--- src/ssr_pkg.sv ---
package ssr_pkg;

	// Clock rate and derived timing.
	localparam int unsigned CLK_HZ            = 125_000_000;
	localparam int unsigned CLK_PERIOD_PS     = 8_000;

	// Reset stretch after every cause clears, least time.
	localparam int unsigned STRETCH_MS        = 140;
	localparam longint unsigned STRETCH_CYC_L = (64'(STRETCH_MS) * 64'(CLK_HZ) + 64'd999) / 64'd1000;
	localparam int unsigned STRETCH_CYC       = int'(STRETCH_CYC_L);

	// Manual reset debounce: a low that stands this long is taken, shorter lows are bounce.
	localparam int unsigned MR_DEBOUNCE_NS    = 2_000;
	localparam int unsigned MR_DEBOUNCE_CYC   = (MR_DEBOUNCE_NS * 1000 + CLK_PERIOD_PS - 1) / CLK_PERIOD_PS;

	// Comparator glitch filter: excursions shorter than this are ignored.
	localparam int unsigned GLITCH_NS         = 8_400;
	localparam int unsigned GLITCH_CYC        = (GLITCH_NS * 1000 + CLK_PERIOD_PS - 1) / CLK_PERIOD_PS;

	// Values after reset.
	localparam logic        RST_ACTIVE_INIT   = 1'b1;
	localparam logic        OV_INIT           = 1'b0;

	typedef struct packed {
		logic undervolt;
		logic overvolt;
		logic manual;
	} ssr_cause_s;

	typedef enum logic [1:0] {
		SSR_HOLD,
		SSR_STRETCH,
		SSR_RUN
	} ssr_state_e;

endpackage

--- src/ssr_filter.sv ---
`timescale 1ns/1ps
// Two-stage synchroniser followed by a qualification counter.  The output
// only changes once the synchronised input has held the opposite level for
// HOLD_CYC cycles in a row, so shorter pulses are swallowed.
module ssr_filter #(
	parameter int unsigned HOLD_CYC = 16,
	parameter logic        INIT     = 1'b0
) (
	input  wire logic i_mclk, // Clock.
	input  wire logic i_rst,  // Asynchronous reset, active high.
	input  wire logic i_raw,  // Asynchronous input.
	output logic      o_flt   // Filtered level.
);
	localparam int unsigned CW = $clog2(HOLD_CYC + 1);

	logic          meta_q;
	logic          sync_q;
	logic [CW-1:0] cnt_q;

	always_ff @(posedge i_mclk or posedge i_rst) begin
		if (i_rst) begin
			meta_q <= INIT;
			sync_q <= INIT;
		end else begin
			meta_q <= i_raw;
			sync_q <= meta_q;
		end
	end

	always_ff @(posedge i_mclk or posedge i_rst) begin
		if (i_rst) begin
			cnt_q <= '0;
			o_flt <= INIT;
		end else if (sync_q == o_flt) begin
			cnt_q <= '0;
		end else if (cnt_q >= CW'(HOLD_CYC - 1)) begin
			cnt_q <= '0;
			o_flt <= sync_q;
		end else begin
			cnt_q <= cnt_q + CW'(1);
		end
	end

endmodule

--- src/ssr_top.sv ---
`timescale 1ns/1ps
// What this block does
// RULE_01: Reset stays asserted while manual reset is active or the supply is below the lower or above the upper trip level.
// RULE_02: Once all causes clear, reset stays asserted for at least 140 ms before release.
// RULE_03: At power-on a reset pulse of at least 140 ms is produced before the first release.
// RULE_04: Output polarity is a build parameter, active high or active low, with identical timing.
// RULE_05: A recognised manual reset asserts reset at once and restarts any timing in progress.
// RULE_06: The manual reset input is debounced so switch bounce gives no repeated reset cycles.
// RULE_07: Overvoltage asserts both the overvoltage flag and reset immediately and unconditionally.
// RULE_08: The overvoltage flag is active low and open drain: it only pulls low or floats.
// RULE_09: Very brief excursions beyond either trip level are ignored.
// RULE_10: Whoever drives manual reset holds it low for at least 2.5 us to be recognised.
// RULE_11: The stretch is a counter that restarts while any cause is active and releases after a full interval.
module ssr_top #(
	parameter int unsigned STRETCH_CYC  = ssr_pkg::STRETCH_CYC,
	parameter bit          RST_ACT_HIGH = 1'b0
) (
	input  wire logic i_mclk,                  // 125 MHz clock.
	input  wire logic i_rst,                   // Power-on reset, async, active high.
	input  wire logic i_manual_reset_n,        // Manual reset pin, active low.
	input  wire logic i_below_lower_trip_level, // Undervoltage comparator, async.
	input  wire logic i_above_upper_trip_level, // Overvoltage comparator, async.
	output logic      o_reset,                 // Processor reset, polarity per RST_ACT_HIGH.
	output logic      o_overvoltage_flag_n_o,  // Overvoltage flag pin output value, always low.
	output logic      o_overvoltage_flag_n_oe  // Overvoltage flag output enable, low while pulling.
);
	localparam int unsigned SW = $clog2(STRETCH_CYC + 1);

	ssr_pkg::ssr_cause_s cause;
	ssr_pkg::ssr_state_e state_q;
	ssr_pkg::ssr_state_e state_d;
	logic [SW-1:0]       cnt_q;
	logic                mr_n_flt;
	logic                uv_flt;
	logic                ov_flt;
	logic                rst_act_d;

	// Switch bounce shorter than the debounce time never reaches the sequencer.
	ssr_filter #(
		.HOLD_CYC (ssr_pkg::MR_DEBOUNCE_CYC),
		.INIT     (1'b1)
	) u_mr_filt (
		.i_mclk (i_mclk),
		.i_rst  (i_rst),
		.i_raw  (i_manual_reset_n),
		.o_flt  (mr_n_flt)
	); // RULE_06 RULE_10

	ssr_filter #(
		.HOLD_CYC (ssr_pkg::GLITCH_CYC),
		.INIT     (1'b0)
	) u_uv_filt (
		.i_mclk (i_mclk),
		.i_rst  (i_rst),
		.i_raw  (i_below_lower_trip_level),
		.o_flt  (uv_flt)
	); // RULE_09

	ssr_filter #(
		.HOLD_CYC (ssr_pkg::GLITCH_CYC),
		.INIT     (1'b0)
	) u_ov_filt (
		.i_mclk (i_mclk),
		.i_rst  (i_rst),
		.i_raw  (i_above_upper_trip_level),
		.o_flt  (ov_flt)
	); // RULE_09

	// One driver for the whole cause word keeps each bit of it single-sourced.
	assign cause = '{undervolt: uv_flt, overvolt: ov_flt, manual: ~mr_n_flt};

	// Any active cause forces the hold state, whatever the stretch was doing.
	always_comb begin
		state_d = state_q;
		unique case (state_q)
			ssr_pkg::SSR_HOLD: begin
				if (!(|cause)) begin
					state_d = ssr_pkg::SSR_STRETCH;
				end
			end
			ssr_pkg::SSR_STRETCH: begin
				if (|cause) begin
					state_d = ssr_pkg::SSR_HOLD; // RULE_05 RULE_07
				end else if (cnt_q >= SW'(STRETCH_CYC - 1)) begin
					state_d = ssr_pkg::SSR_RUN; // RULE_02
				end
			end
			ssr_pkg::SSR_RUN: begin
				if (|cause) begin
					state_d = ssr_pkg::SSR_HOLD; // RULE_01
				end
			end
		endcase
	end

	always_ff @(posedge i_mclk or posedge i_rst) begin
		if (i_rst) begin
			state_q <= ssr_pkg::SSR_HOLD; // RULE_03
		end else begin
			state_q <= state_d;
		end
	end

	// Stretch counter restarts on any cause; it is a full count, never resumed.
	always_ff @(posedge i_mclk or posedge i_rst) begin
		if (i_rst) begin
			cnt_q <= '0;
		end else if (state_q != ssr_pkg::SSR_STRETCH || (|cause)) begin
			cnt_q <= '0; // RULE_11
		end else begin
			cnt_q <= cnt_q + SW'(1); // RULE_11
		end
	end

	// Reset is taken from the next state so a cause shows on the pin one edge after filtering.
	assign rst_act_d = (state_d != ssr_pkg::SSR_RUN); // RULE_01

	always_ff @(posedge i_mclk or posedge i_rst) begin
		if (i_rst) begin
			o_reset <= RST_ACT_HIGH ? ssr_pkg::RST_ACTIVE_INIT : ~ssr_pkg::RST_ACTIVE_INIT;
		end else begin
			o_reset <= RST_ACT_HIGH ? rst_act_d : ~rst_act_d; // RULE_04
		end
	end

	// Open drain: the data bit is fixed low and only the enable moves, so the
	// pin can never be driven high and stays safe to wire with other drains.
	always_ff @(posedge i_mclk or posedge i_rst) begin
		if (i_rst) begin
			o_overvoltage_flag_n_o  <= 1'b0;
			o_overvoltage_flag_n_oe <= ~ssr_pkg::OV_INIT;
		end else begin
			o_overvoltage_flag_n_o  <= 1'b0; // RULE_08
			o_overvoltage_flag_n_oe <= ~cause.overvolt; // RULE_07
		end
	end

	// Assertions.
	logic rst_act;
	assign rst_act = RST_ACT_HIGH ? o_reset : ~o_reset;

	property p_cause_holds_reset;
		@(posedge i_mclk) disable iff (i_rst)
		(|cause) |=> rst_act;
	endproperty
	a_cause_holds_reset: assert property (p_cause_holds_reset) else $error("reset released while a cause is active"); // RULE_01

	property p_release_after_stretch;
		@(posedge i_mclk) disable iff (i_rst)
		(rst_act && !(|cause) && state_q == ssr_pkg::SSR_STRETCH && cnt_q == '0) ##1 (!(|cause))[*8] |-> rst_act;
	endproperty
	a_release_after_stretch: assert property (p_release_after_stretch) else $error("reset released too early"); // RULE_02

	property p_release_count;
		@(posedge i_mclk) disable iff (i_rst)
		$fell(rst_act) |-> $past(cnt_q) == SW'(STRETCH_CYC - 1);
	endproperty
	a_release_count: assert property (p_release_count) else $error("reset released without a full stretch"); // RULE_11

	property p_ov_flag;
		@(posedge i_mclk) disable iff (i_rst)
		cause.overvolt |=> (!o_overvoltage_flag_n_oe && rst_act);
	endproperty
	a_ov_flag: assert property (p_ov_flag) else $error("overvoltage not flagged"); // RULE_07

	property p_ov_drain;
		@(posedge i_mclk) disable iff (i_rst)
		!o_overvoltage_flag_n_o && (o_overvoltage_flag_n_oe || $past(cause.overvolt));
	endproperty
	a_ov_drain: assert property (p_ov_drain) else $error("flag pin driven high"); // RULE_08

	property p_manual_restart;
		@(posedge i_mclk) disable iff (i_rst)
		(cause.manual && state_q == ssr_pkg::SSR_STRETCH) |=> (state_q == ssr_pkg::SSR_HOLD && cnt_q == '0);
	endproperty
	a_manual_restart: assert property (p_manual_restart) else $error("manual reset did not restart timing"); // RULE_05

	property p_manual_debounce;
		@(posedge i_mclk) disable iff (i_rst)
		$fell(mr_n_flt) |-> $past(u_mr_filt.sync_q, 2) == 1'b0;
	endproperty
	a_manual_debounce: assert property (p_manual_debounce) else $error("manual reset taken without a held low"); // RULE_06

	property p_glitch;
		@(posedge i_mclk) disable iff (i_rst)
		$rose(cause.undervolt) |-> $past(u_uv_filt.sync_q, 2);
	endproperty
	a_glitch: assert property (p_glitch) else $error("undervoltage glitch not filtered"); // RULE_09

	property p_polarity;
		@(posedge i_mclk) disable iff (i_rst)
		(state_q == ssr_pkg::SSR_HOLD) |-> (o_reset == RST_ACT_HIGH);
	endproperty
	a_polarity: assert property (p_polarity) else $error("reset polarity wrong"); // RULE_04

	c_release:  cover property (@(posedge i_mclk) disable iff (i_rst) $fell(rst_act)); // RULE_03
	c_manual:   cover property (@(posedge i_mclk) disable iff (i_rst) $rose(cause.manual));
	c_overvolt: cover property (@(posedge i_mclk) disable iff (i_rst) $rose(cause.overvolt));

endmodule

--- config.mk ---
export PLATFORM = sky130hd
export DESIGN_NAME = ssr_top
export DESIGN_NICKNAME = d
export VERILOG_FILES = /design/src/ssr_pkg.sv /design/src/ssr_filter.sv /design/src/ssr_top.sv
export SDC_FILE = /design/constraint.sdc
export NUM_CORES = 1
export LEC_CHECK = 0
export ABC_AREA = 1
export BUFFER_PORTS_ARGS = -buffer_cell sky130_fd_sc_hd__buf_2
export CORE_MARGIN = 2
export CORE_UTILIZATION = 43
export CTS_CLUSTER_SIZE = 28
export DETAILED_ROUTE_END_ITERATION = 6
export GPL_ROUTABILITY_DRIVEN = 0
export HOLD_SLACK_MARGIN = 0.06
export PLACE_DENSITY = 0.61
export SLEW_MARGIN = 10
export SYNTH_ARGS = -nofsm -noshare
export SYNTH_HDL_FRONTEND = slang
export SYNTH_SLANG_ARGS = --single-unit
--- constraint.sdc ---
create_clock -name i_mclk -period 2.4 [get_ports i_mclk]
set_input_delay 0.36 -clock i_mclk [delete_from_list [all_inputs] [get_ports i_mclk]]
set_output_delay 0.36 -clock i_mclk [all_outputs]
set_load 0.05 [all_outputs]
# ---- After elaboration in Yosys (flattened, before gate mapping)
# Cells that the tools add are included.
# W data, S select, Z words.
dict set report word_totals {
  regBits 68
  inputBits 5
  out_inout_bits 3
  wordCells 55
}
dict set report classes {
  add_sub_neg 4
  n_lt_le_gt_ge 4
  n_eq_ne 7
  mux 12
  n_bitwise 6
  n_reduce_logical 6
}
# operator n
set op_table {}
lappend op_table {{$mux W11} 4}
lappend op_table {{$add A25 B1 Y25 const B} 1}
lappend op_table {{$ge A25 B25 Y1 const B} 1}
lappend op_table {{$mux W25} 1}
lappend op_table {{$add A11 B1 Y11 const B} 2}
lappend op_table {{$ge A11 B11 Y1 const B} 2}
lappend op_table {{$mux W8} 2}
lappend op_table {{$add A8 B1 Y8 const B} 1}
lappend op_table {{$ge A8 B8 Y1 const B} 1}
lappend op_table {{$mux W2} 4}
lappend op_table {{$not A1 Y1} 6}
lappend op_table {{$pmux W2 S3} 1}
lappend op_table {{$reduce_and A2 Y1} 3}
lappend op_table {{$eq A1 B1 Y1} 3}
lappend op_table {{$reduce_or A3 Y1} 1}
lappend op_table {{$eq A2 B1 Y1 const B} 1}
lappend op_table {{$eq A2 B2 Y1 const B} 1}
lappend op_table {{$logic_not A2 Y1} 1}
lappend op_table {{$ne A2 B1 Y1 const B} 1}
lappend op_table {{$ne A2 B2 Y1 const B} 1}
lappend op_table {{$logic_or A1 B1 Y1} 1}

# ---- Logic depth before layout (Yosys ltp)
dict set report logic_depth {
  depth_word 6
  ltp_mapped 11
  ltp_nobuf 11
}

# ---- Cells and area by module
# A second synthesis with hierarchy kept.
dict set report hier_totals {
  cells_unflattened 514
  hier_area_um2 3896.2
}
# mod n_inst cells_per_inst area_each_um2 seq_area_each_um2
set by_module_without_submodules {}
lappend by_module_without_submodules {ssr_top 1 286 1919.3 726.9}
lappend by_module_without_submodules {{ssr_filter at u_ov_filt ...} 2 86 715.7 350.3}
lappend by_module_without_submodules {{ssr_filter at u_mr_filt} 1 56 545.5 279.0}

# ---- Worst setup path before layout
# OpenSTA, ideal clock, no wires.
dict set report synth_path {
  path_type {reg2reg}
  start {register cnt_q[0]}
  end {register cnt_q[18]}
  setup_ns 0.123
  arrival_ns 1.358
  required_time_ns 2.277
  slack_ns 0.919
  stages_incl_launch_ff 11
  n_path_buf 0
  synth_period_minus_slack_ns 1.481
  cell_sequence {dfrtp_1 > ha_1 > nand2_1 > nor2_2 > nand2_1 > nor2_2 > nand2_2 > nor2_4 > nand3_2 > o21ai_1 > a21oi_1}
}
dict set report synth_via {
  elab_chain_cells 2
}
# element line
set synth_lines {}
lappend synth_lines {{from (decl)} ssr_top.sv:32} ;# logic [SW-1:0] cnt_q;
lappend synth_lines {{from (signal assigned)} ssr_top.sv:111} ;# cnt_q <= cnt_q + SW'(1);
lappend synth_lines {{$add A25 B1 Y25} ssr_top.sv:111}
lappend synth_lines {{$mux W25} ssr_top.sv:108} ;# end else if (state_q != ssr_pkg::SSR_STRETCH || (|cause)) begin
# Every way passes these cells.
# A chain may end at the register's enable or synchronous reset.

# ---- Worst setup path after layout
dict set report layout_path {
  start {register cnt_q[0]}
  end {register o_reset}
}
dict set report layout_via {
  elab_chain_cells 6
}
# element line
set layout_lines {}
lappend layout_lines {{$ge A25 B25 Y1} ssr_top.sv:84} ;# end else if (cnt_q >= SW'(STRETCH_CYC - 1)) begin
lappend layout_lines {{$mux W2} ssr_top.sv:84}
lappend layout_lines {{$mux W2} ssr_top.sv:82} ;# if (|cause) begin
lappend layout_lines {{$pmux W2 S3} ssr_top.sv:75} ;# unique case (state_q)
lappend layout_lines {{$ne A2 B2 Y1} ssr_top.sv:116} ;# assign rst_act_d = (state_d != ssr_pkg::SSR_RUN);
lappend layout_lines {{$not A1 Y1} ssr_top.sv:122} ;# o_reset <= RST_ACT_HIGH ? rst_act_d : ~rst_act_d;
lappend layout_lines {{to (signal assigned)} ssr_top.sv:120} ;# o_reset <= RST_ACT_HIGH ? ssr_pkg::RST_ACTIVE_INIT : ~ssr_pkg::RST_ACTIVE_INIT;
lappend layout_lines {{to (signal assigned)} ssr_top.sv:122}
lappend layout_lines {{to (decl)} ssr_top.sv:23} ;# output logic o_reset,
# Every way passes these cells.

==> reports/qor.csv <==
metric,value,unit
synth_top_area_share,45.2,%
yosys.cell_types.count,37,
crit_family,simple AND/OR/NAND/NOR gates,
die_y,94.8,µm
drv_cap,0,
clk_pin_slew,0.08,ns
min_path_type,in -> async,
routed_wl,6570,µm
worst_ir_drop_vdd,0.000327,V
die_x,94.8,µm
reg2reg_depth,11,
power_leakage,0.00174,µW
ys_ff_latch,68,
avgViaCountPerCell,4.91,
fp-row-count,33,
seq_area_frac_synth,48.1,%
power_density,614,nW/µm²
met1_usage,21.1,%
final_cells,557,
gr-max-usage-layer,met2,
clock_latency,0.35,ns
crit_chain,ha_1 > nand2_1 > nor2_1 > nand3_1 > nor2_1 > nand2_1 > nand3_1 > nand2_1 > nand2_1 > nand2_1 > nor2_1,
grt_max_degree,41,
placed_cells,541,
worstMarginPinSlew,0.607,ns
reg2reg_from,cnt_q[0]$_DFF_PP0_,
tritoncts,done,
critPathSlowestCell,dfrtp_1,
antenna_left,0,
max_freq,580,MHz
worstPathMaxFanout,5,
port_buffers,6,
synthesis.nets,447,
cts_sinks,68,
required,2.67,ns
postCtsHoldBufs,0,
internal_power,1910,µW
rr_endpoint,o_reset$_DFF_PP0_,
synth_edf_count,0,
drtPass1Iterations,5,
synth_most_common_cell,nor2_1,
clkPwrFrac,48.5,%
drc,0,
wl_per_cell,11.8,µm
grtUsageMet2,28.1,%
cts_max_level,3,
netlist_instances,432,
root_buffer,clkbuf_8,
cts_buffers,9,
slew_headroom,59.5,%
status,finished clean,
synth_area_leader_cell,dfrtp_1,
critPathKind,reg -> reg,
grt_pass1_wl,11800,µm
fin_worst_skew,0.0133,ns
avgSynthCellArea,8.21,µm²
post_cts_resized,0,
post-route-period-util,71.8,%
comb_power_share,3.0,%
postCtsSetupBuffers,0,
grt-ovfl-total,0,
hold_viol,0,
worst-path-buf-inv,0,
ctsLongestPathBuffers,2,
end_kind,register,
dp_hpwl,4800,µm
layout.nets,462,
finalSetupViolCount,0,
critical_path.max_stage_delay,0.37,ns
vias,2737,
drt_iter0_drc,158,
pin_count,8,
netlist_top_cells_area,"dfrtp_1 (45%), nor2_1 (9.3%), nand2_1 (7.8%)",
area_delta_synth_final,11.8,%
r2r_slack,0.68,ns
dieArea,8990,µm²
grt_pass1_vias,2705,
cp_common_cell,nand2_1,
rsz0062_at_grt,false,
swShare,21.4,%
ys.flop_type,dfrtp_1,
drive_gt1_share,11.3,%
fin_crit,1.72,ns
slew_viol_final,0,
grt_usage,16.8,%
syn_area,3550,µm²
antenna_found_initial,0,
power.switching,521,µW
tns,0,ns
startpoint_type,register,
ys_top_cells_by_count,"nor2_1 (88), nand2_1 (74), dfrtp_1 (64), inv_1 (51), a21oi_1 (22)",
async_flop_share,100,%
diodes,0,
initial_core_util,43.8,%
core_area,8090,µm²
grt_util_met3,3.91,%
power_frac_seq,48.5,%
yosys_warnings,0,
arrival,1.99,ns
per-stage QoR:
stage | total power [µW] | cell area, µm² | worst slack (ns) | util [%] | hold WS (ns)
5_1_grt | 2530 | 3960 | 0.463 | 49.0 | 0.0881
6_report | 2430 | 3960 | 0.677 | 49.0 | 0.0844
3_5_place_dp | 1280 | 3710 | 0.698 | 45.9 | 0.340
2_1_floorplan | 1250 | 3550 | 0.335 | - | 0.331
3_3_place_gp | 1280 | 3710 | 0.717 | 45.9 | 0.336
4_1_cts | 2470 | 3960 | 0.663 | 49.0 | 0.0905
worst register-to-register path, cell delays in order, from the launching register on:
cell	delay, ns
dfrtp_1	0.37
ha_1	0.17
nand2_1	0.09
nor2_1	0.24
nand3_1	0.14
nor2_1	0.16
nand2_1	0.09
nand3_1	0.10
nand2_1	0.07
nand2_1	0.06
nand2_1	0.06
nor2_1	0.10
metal layers:
metal  up-vias  part of all wire (%)
met1      1285                    48
met2        37                    48
met3         9                   3.2
li1       1406                     -
met5         -                     0
met4         0                   1.4
registers in the layout, indices dropped and copies added, names as in the netlist:
name,flops
u_uv_filt.cnt_q,11
o_reset,1
u_mr_filt.cnt_q,8
state_q,2
u_ov_filt.meta_q,1
u_uv_filt.sync_q,1
u_ov_filt.sync_q,1
o_overvoltage_flag_n_oe,1
u_uv_filt.o_flt,1
u_uv_filt.meta_q,1
u_mr_filt.meta_q,1
u_mr_filt.sync_q,1
u_ov_filt.cnt_q,11
cnt_q,25
u_ov_filt.o_flt,1
u_mr_filt.o_flt,1
cell usage in the layout (no fill, tap or decap), drive strengths merged:
master,n
clkinv,1
dfstp,4
nor4,1
bufinv,3
a21oi,23
xnor2,3
buf,8
nand3b,2
dfrtp,64
o21ba,1
xor2,16
nand4,6
nor2,95
and3,1
clkbuf,11
a211oi,1
conb,1
a31oi,3
mux2,2
o211ai,1
nand2,81
ha,10
inv,52
o211a,1
o21ai,16
nor3b,6
nand3,19
nor3,20
cell families after synthesis:
family	after synthesis	synth area share [%]
AOI/OAI and AO/OA	46	7.13
xor gates and xnor gates	19	4.69
adders and majority gates	10	3.53
buffers and inverters	55	6.00
DFF	68	48.1
muxes	2	0.635
other	1	0.106
and+or+nand+nor	231	29.8
power groups by stage:
stage	clock network [µW]	registers (µW)	logic (µW)
after global placement	0	1200	74.5
after CTS	1210	1180	77.0
after detailed placement	0	1200	76.8
final	1180	1180	73.1
after floorplan	0	1200	56.6
after global routing	1260	1180	87.1
how the worst max path moves through the flow:
| stage | start | endpoint | slack [ns] | cells after the start |
|---|---|---|---|---|
| floorplan | i_rst | cnt_q[0]$_DFF_PP0_ | 0.34 | 1 |
| global placement | u_ov_filt.cnt_q[0]$_DFF_PP0_ | u_ov_filt.cnt_q[10]$_DFF_PP0_ | 0.72 | 6 |
| detailed placement | u_ov_filt.cnt_q[0]$_DFF_PP0_ | u_ov_filt.cnt_q[10]$_DFF_PP0_ | 0.70 | 6 |
| CTS | cnt_q[0]$_DFF_PP0_ | o_reset$_DFF_PP0_ | 0.66 | 11 |
| global route | cnt_q[0]$_DFF_PP0_ | o_reset$_DFF_PP0_ | 0.46 | 11 |
| finish | cnt_q[0]$_DFF_PP0_ | o_reset$_DFF_PP0_ | 0.68 | 11 |
area by class of cell:
class / count / area, µm²
fillers: 790 / 4130
flip-flops and latches: 68 / 1710
multi-input cells: 309 / 1630
inverters: 51 / 191
clock buffers: 11 / 141
well taps: 105 / 131
clock inverters: 5 / 108
repair buffers: 8 / 57.6
Note: power is estimated with default switching activity, not from simulation.
